## config.mk

```make
export PLATFORM = sky130hd
export DESIGN_NAME = sleep_ctrl
export DESIGN_NICKNAME = d
export VERILOG_FILES = /design/src/core/sleep_ctrl_pkg.sv /design/src/core/sleep_ctrl.sv
export SDC_FILE = /design/constraint.sdc
export NUM_CORES = 1
export LEC_CHECK = 0
export BUFFER_PORTS_ARGS = -buffer_cell sky130_fd_sc_hd__buf_4
export CORE_AREA = 3 3 40 42
export DETAILED_ROUTE_END_ITERATION = 10
export DIE_AREA = 0 0 43 45
export PLACE_DENSITY_LB_ADDON = 0.25
export SETUP_SLACK_MARGIN = 0.02
export SYNTH_ARGS = -nofsm -noshare
export SYNTH_HDL_FRONTEND = slang
export SYNTH_SLANG_ARGS = --single-unit
```

## constraint.sdc

```tcl
create_clock -name clk_i -period 3.8 [get_ports clk_i]
set_input_delay 0.38 -clock clk_i [delete_from_list [all_inputs] [get_ports clk_i]]
set_output_delay 0.38 -clock clk_i [all_outputs]
set_load 0.01 [all_outputs]
```

## src/core/sleep_ctrl_pkg.sv

```systemverilog
// Constants for the sleep mode clock gating controller
// Contract
// RL1: Six sleep modes exist; software picks any one before sleeping.
// RL2: Idle halts CPU clock; serial, converter, memory, timers, interrupts keep clocking.
// RL3: Power-down stops oscillator, keeps registers; only external interrupt or reset wakes.
// RL4: Power-save keeps asynchronous timer counting; rest sleeps as power-down.
// RL5: Noise-reduction halts CPU and I/O except asynchronous timer and converter.
// RL6: Standby keeps main oscillator running while everything else sleeps.
// RL7: Extended standby keeps main oscillator and asynchronous timer running.
// RL8: Mode field written by software; sleep starts on CPU request; wake restores clocks.
package sleep_ctrl_pkg;

  // ----------------------------------------
  // Mode encodings
  // ----------------------------------------
  localparam int          MODE_W          = 3;
  localparam logic [2:0]  MODE_IDLE       = 3'h0;
  localparam logic [2:0]  MODE_NOISE_RED  = 3'h1;
  localparam logic [2:0]  MODE_PWR_DOWN   = 3'h2;
  localparam logic [2:0]  MODE_PWR_SAVE   = 3'h3;
  localparam logic [2:0]  MODE_STANDBY    = 3'h6;
  localparam logic [2:0]  MODE_EXT_STBY   = 3'h7;
  localparam logic [2:0]  MODE_RESET      = 3'h0;

  // ----------------------------------------
  // Enable vector bit positions
  // ----------------------------------------
  localparam int          EN_W            = 7;
  localparam int          EN_CPU          = 0;
  localparam int          EN_IO           = 1;
  localparam int          EN_ADC          = 2;
  localparam int          EN_ASYNC        = 3;
  localparam int          EN_OSC          = 4;
  localparam int          EN_IRQ          = 5;
  localparam int          EN_MEM          = 6;
  localparam logic [6:0]  EN_ALL          = 7'h7F;

  // ----------------------------------------
  // Controller states
  // ----------------------------------------
  typedef enum logic [1:0] {
    ST_RUN   = 2'b01,
    ST_SLEEP = 2'b10
  } state_t;

endpackage

```

## src/core/sleep_ctrl.sv

```systemverilog
// Sleep mode controller gating clocks and oscillators
`timescale 1ns/10ps
module sleep_ctrl
(
  input  wire logic        clk_i,
  input  wire logic        rstn_i,
  input  wire logic        ce_i,
  input  wire logic        mode_we_i,
  input  wire logic [2:0]  mode_i,
  input  wire logic        sleep_en_i,
  input  wire logic        sleep_req_i,
  input  wire logic        ext_irq_i,
  input  wire logic        int_irq_i,
  output logic      [2:0]  mode_o,
  output logic             asleep_o,
  output logic             mode_err_o,
  output logic             cpu_clk_en_o,
  output logic             io_clk_en_o,
  output logic             adc_clk_en_o,
  output logic             async_clk_en_o,
  output logic             osc_en_o,
  output logic             irq_clk_en_o,
  output logic             mem_clk_en_o
);

  // ----------------------------------------
  // Package consistency checks
  // ----------------------------------------
  if (sleep_ctrl_pkg::MODE_W != 3)
  begin : g_mode_w_check
    $error("Mode field width must be three bits");
  end

  if (sleep_ctrl_pkg::EN_W != 7)
  begin : g_en_w_check
    $error("Enable vector width must be seven bits");
  end

  // ----------------------------------------
  // State, mode field and enable vector
  // ----------------------------------------
  sleep_ctrl_pkg::state_t state;
  sleep_ctrl_pkg::state_t next_state;
  logic [2:0]             mode;
  logic [2:0]             next_mode;
  logic                   mode_err;
  logic                   next_mode_err;
  logic [6:0]             en;
  logic [6:0]             next_en;

  // ----------------------------------------
  // Mode decoding
  // ----------------------------------------
  function automatic logic mode_valid(input logic [2:0] m);
    mode_valid = (m == sleep_ctrl_pkg::MODE_IDLE)
              || (m == sleep_ctrl_pkg::MODE_NOISE_RED)
              || (m == sleep_ctrl_pkg::MODE_PWR_DOWN)
              || (m == sleep_ctrl_pkg::MODE_PWR_SAVE)
              || (m == sleep_ctrl_pkg::MODE_STANDBY)
              || (m == sleep_ctrl_pkg::MODE_EXT_STBY);
  endfunction

  function automatic logic [6:0] sleep_en_vec(input logic [2:0] m);
    logic [6:0] v;
    v = 7'h00;
    case (m)
      sleep_ctrl_pkg::MODE_IDLE:
      begin
        v = sleep_ctrl_pkg::EN_ALL;                                  // RL2
        v[sleep_ctrl_pkg::EN_CPU] = 1'b0;
      end
      sleep_ctrl_pkg::MODE_NOISE_RED:
      begin
        v[sleep_ctrl_pkg::EN_ADC]   = 1'b1;                          // RL5
        v[sleep_ctrl_pkg::EN_ASYNC] = 1'b1;
        v[sleep_ctrl_pkg::EN_OSC]   = 1'b1;
        v[sleep_ctrl_pkg::EN_IRQ]   = 1'b1;
      end
      sleep_ctrl_pkg::MODE_PWR_DOWN:
      begin
        v = 7'h00;                                                   // RL3
      end
      sleep_ctrl_pkg::MODE_PWR_SAVE:
      begin
        v[sleep_ctrl_pkg::EN_ASYNC] = 1'b1;                          // RL4
      end
      sleep_ctrl_pkg::MODE_STANDBY:
      begin
        v[sleep_ctrl_pkg::EN_OSC] = 1'b1;                            // RL6
      end
      sleep_ctrl_pkg::MODE_EXT_STBY:
      begin
        v[sleep_ctrl_pkg::EN_OSC]   = 1'b1;                          // RL7
        v[sleep_ctrl_pkg::EN_ASYNC] = 1'b1;
      end
      default:
      begin
        v = 7'h00;
      end
    endcase
    sleep_en_vec = v;
  endfunction

  // ----------------------------------------
  // Decoded mode and state
  // ----------------------------------------
  wire logic is_idle      = (mode == sleep_ctrl_pkg::MODE_IDLE);
  wire logic is_noise_red = (mode == sleep_ctrl_pkg::MODE_NOISE_RED);
  wire logic full_clock   = is_idle || is_noise_red;
  wire logic mode_ok      = mode_valid(mode);
  wire logic running      = (state == sleep_ctrl_pkg::ST_RUN);
  wire logic sleeping     = (state == sleep_ctrl_pkg::ST_SLEEP);

  // ----------------------------------------
  // Sleep entry and wake
  // ----------------------------------------
  wire logic wake         = ext_irq_i || (full_clock && int_irq_i);      // RL3
  wire logic enter        = sleep_en_i && sleep_req_i && mode_ok;        // RL8
  wire logic mode_write   = mode_we_i && running;

  // ----------------------------------------
  // Next values
  // ----------------------------------------
  always_comb
  begin
    next_state = state;
    case (state)
      sleep_ctrl_pkg::ST_RUN:
      begin
        if (enter && !wake)
          next_state = sleep_ctrl_pkg::ST_SLEEP;
      end
      sleep_ctrl_pkg::ST_SLEEP:
      begin
        if (wake)
          next_state = sleep_ctrl_pkg::ST_RUN;                       // RL8
      end
      default:
      begin
        next_state = sleep_ctrl_pkg::ST_RUN;
      end
    endcase
  end

  assign next_en       = (next_state == sleep_ctrl_pkg::ST_SLEEP) ? sleep_en_vec(mode)
                                                                  : sleep_ctrl_pkg::EN_ALL;
  assign next_mode     = mode_write ? mode_i : mode;                    // RL1
  assign next_mode_err = mode_write ? !mode_valid(mode_i) : mode_err;

  // ----------------------------------------
  // State register
  // ----------------------------------------
  always_ff @(posedge clk_i)
  begin
    if (!rstn_i)
    begin
      state <= sleep_ctrl_pkg::ST_RUN;
    end
    else if (ce_i)
    begin
      state <= next_state;
    end
  end

  // ----------------------------------------
  // Mode field
  // ----------------------------------------
  always_ff @(posedge clk_i)
  begin
    if (!rstn_i)
    begin
      mode <= sleep_ctrl_pkg::MODE_RESET;
    end
    else if (ce_i)
    begin
      mode <= next_mode;                                             // RL1
    end
  end

  // ----------------------------------------
  // Invalid mode flag
  // ----------------------------------------
  always_ff @(posedge clk_i)
  begin
    if (!rstn_i)
    begin
      mode_err <= 1'b0;
    end
    else if (ce_i)
    begin
      mode_err <= next_mode_err;
    end
  end

  // ----------------------------------------
  // Enable vector
  // ----------------------------------------
  always_ff @(posedge clk_i)
  begin
    if (!rstn_i)
    begin
      en <= sleep_ctrl_pkg::EN_ALL;
    end
    else if (ce_i)
    begin
      en <= next_en;                                                 // RL8
    end
  end

  // ----------------------------------------
  // Outputs
  // ----------------------------------------
  assign mode_o         = mode;
  assign asleep_o       = sleeping;
  assign mode_err_o     = mode_err;
  assign cpu_clk_en_o   = en[sleep_ctrl_pkg::EN_CPU];
  assign io_clk_en_o    = en[sleep_ctrl_pkg::EN_IO];
  assign adc_clk_en_o   = en[sleep_ctrl_pkg::EN_ADC];
  assign async_clk_en_o = en[sleep_ctrl_pkg::EN_ASYNC];
  assign osc_en_o       = en[sleep_ctrl_pkg::EN_OSC];
  assign irq_clk_en_o   = en[sleep_ctrl_pkg::EN_IRQ];
  assign mem_clk_en_o   = en[sleep_ctrl_pkg::EN_MEM];

endmodule

```

==> impl_metrics.env <==
export IMPL_grt_setup_unrepaired="no"
export IMPL_chipHeight_microns=45
export IMPL_setup_worst_path_start="state[0]$_SDFFE_PN1P_"
export IMPL_die_ar_sq_um=1935
export IMPL_post_cts_repair_setup_buffers=0
export IMPL_layout_min_cycle_time_ns=1.713
export IMPL_post_synth_cell_area_avg_sq_um=10.45
export IMPL_timing_setup_critical_path_class="reg2reg"
export IMPL_cts_inserted_buffers=3
export IMPL_cp_data_arrival_time_ns=1.87
export IMPL_ys_warnings_count=0
export IMPL_post_synth_inst_count=60
export IMPL_slew_headroom_pct=70.71
export IMPL_route_detailed_wl_per_inst_microns=12.68
export IMPL_h_tree_depth=1
export IMPL_num_fill_cells=118
export IMPL_horizontal_extent_of_the_die_microns=43
export IMPL_insertion_delay_ns=0.26
export IMPL_place_area_sq_um=773.2
export IMPL_num_vias=517
export IMPL_tritoncts="built"
export IMPL_clock_tree_buffer_depth=2
export IMPL_clock_skew_final_ns=0.0009247
export IMPL_number_of_global_route_vias_before_repair=495
export IMPL_p_per_area_nw_per_um2=303.5
export IMPL_p_leak_nw=0.3458
export IMPL_critical_path_cell_chain="inv_1 > ha_1 > nand2b_1 > a211oi_2 > o2111ai_4 > o22a_1"
export IMPL_rd_place_congestion=0.8683
export IMPL_min_delay_start="mode_i[0]"
export IMPL_design_power_total_uw=242.7
export IMPL_stdcell_area_sq_um=799.5
export IMPL_timing_final_crit_share_pct=45.08
export IMPL_setup_viol=0
export IMPL_drv_slew=0
export IMPL_placed_cells_incl_taps=93
export IMPL_dr_first_iter_drc_count=3
export IMPL_syn_cell_area_sq_um=626.9
export IMPL_layout_cells_most_common_list="22 x buf_4, 11 x dfxtp_1, 7 x nor2b_1"
export IMPL_syn_to_final_growth_pct=27.54
export IMPL_yosysTopAreaCell="dfxtp_1"
export IMPL_insertedDiodeCount=0
export IMPL_globalRoute_totalOverflow=0
export IMPL_ant_nets=0
export IMPL_cts_sink_count=11
export IMPL_maxCapViolations=0
export IMPL_r2r_start="state[0]$_SDFFE_PN1P_"
export IMPL_status="finished clean"
export IMPL_start_util_pct=48.78
export IMPL_timing_fmax_mhz=583.8
export IMPL_type_of_the_most_critical_hold_path="in2reg"
export IMPL_critical_path_buffer_and_inverter_count=1
export IMPL_synth_top_cell_area_share_pct=35.13
export IMPL_synth_top_flop_cell="dfxtp_1"
export IMPL_critical_path_startpoint_type="flip-flop"
export IMPL_asyncSetResetFlopFracSynth_pct=0
export IMPL_dpl_hpwl_microns=961.9
export IMPL_edff_count_synth=0
export IMPL_tightest_slew_ns=0.4384
export IMPL_number_of_buffers_added_to_fix_hold_violations_after_cts=0
export IMPL_finalCoreUtilization_pct=62.22
export IMPL_drc=0
export IMPL_fin_setup_tns_ns=0
export IMPL_worst_setup_hold_path_clk_slew_ns=0.07
export IMPL_most_common_library_cell_in_the_layout_ignoring_fill_and_taps="buf_4"
export IMPL_cp_data_required_time_ns=3.96
export IMPL_mapped_nets=73
export IMPL_critPathCaptureType="flip-flop"
export IMPL_design_final_nets=96
export IMPL_critPathMaxStageDelay_ns=0.44
export IMPL_drt_total_wl_microns=1230
export IMPL_drive_above_1_share_pct=39.02
export IMPL_cts_root_buffer="clkbuf_4"
export IMPL_core_region_area_sq_um=1285
export IMPL_number_of_antenna_violations_at_the_first_check_in_global_routing=0
export IMPL_yosys_register_bits=11
export IMPL_pin_count_of_the_biggest_net_entering_global_routing=10
export IMPL_post_cts_resized_instances=0
export IMPL_rows=13
export IMPL_finalNonFillerCells=97
export IMPL_yosysUniqueCellTypes=28
export IMPL_grtUsageTotal_pct=14.43
export IMPL_crit_path_max_fanout=6
export IMPL_peakVddDrop_uv=284.0
export IMPL_critical_path_top_delay_family="compound AO/OA/AOI/OAI gates"
export IMPL_drtPass1Iterations=2
export IMPL_io_pins=23
export IMPL_post_drt_via_cell_ratio=5.330
export IMPL_hold_violations=0
export IMPL_portBuffers=22
export IMPL_synth_seq_area_share_pct=35.13
export IMPL_grt_first_pass_wirelength_microns=2083
export IMPL_worst_path_max_delay_cell="dfxtp_1"
export IMPL_synth_top_cells_by_area="dfxtp_1 35%, nor2b_1 7.0%, mux2i_1 6.4%, o22a_1 5.6%, o2111ai_4 4.2%"
[worst min-delay path: stages]
cell and delay [ns]:
buf_4 0.07, mux2i_1 0.05, nor2b_1 0.10
[flip-flops by register name, indices dropped and copies added, names as in the netlist]
signal / count
mode_err_o: 1
state: 2
mode_o: 3
en: 5
[final cells by class]
cell class,count,area (sq um),area share [%]
well taps,15,18.77,2.347
multi-input cells,42,357.8,44.76
inverters,3,11.26,1.408
repair buffers,22,165.2,20.66
flip-flops and latches,11,220.2,27.54
clock buffers,4,26.28,3.286
[report_power, final]
part           total [mW]  internal, mW  switching (mW)
registers           0.123         0.118         0.00475
clock network      0.0775        0.0406          0.0369
logic              0.0420        0.0234          0.0186
total               0.243         0.182          0.0603
[cells in the mapped netlist (2+ instances only)]
cell type and instances:
dfxtp_1 11, nor2b_1 7, mux2i_1 4, nand2b_1 4, o22a_1 4, inv_1 3, a21oi_1 2, buf_4 2
buf_6 2, ha_1 2, nor3b_1 2
[through the flow]
step / setup slack, ns / hold WS [ns]
6_report: 2.087 / 0.3785
5_1_grt: 1.971 / 0.3666
4_1_cts: 2.073 / 0.3684
3_5_place_dp: 2.081 / 0.4639
3_3_place_gp: 2.133 / 0.4674
2_1_floorplan: 2.155 / 0.4689
[path summary, 6_finish.rpt]
check                           cells past startpoint                      to  slack (ns)
worst max-delay path                                6      en[4]$_SDFFE_PN1P_        2.09
worst min-delay path                                3  mode_o[0]$_SDFFE_PN0P_        0.38
worst max register to register                      6      en[4]$_SDFFE_PN1P_        2.09
worst min register to register                      1      en[0]$_SDFFE_PN1P_        0.47
[cells by family (layout without fill, tap and decap cells)]
kind of cell / after synthesis / in the layout / share of synthesized area [%]
XOR/XNOR: 1 / 1 / 1.397
AND/OR/NAND/NOR: 20 / 20 / 19.96
flip-flops: 11 / 11 / 35.13
AO/OA/AOI/OAI: 15 / 15 / 25.35
adder cells (fa/ha/maj): 2 / 2 / 3.991
buffers and inverters: 7 / 29 / 7.783
multiplexers: 4 / 4 / 6.387
[routing by layer]
metal  track usage (%)  share of wire [%]  vias up
met4             1.807                  0        0
met3             7.171                7.6        0
met1             16.22                 45      240
li1                  -                  -      261
met5                 0                  0        -
met2             25.45                 47       16
Power figures use the tool's default switching activity.
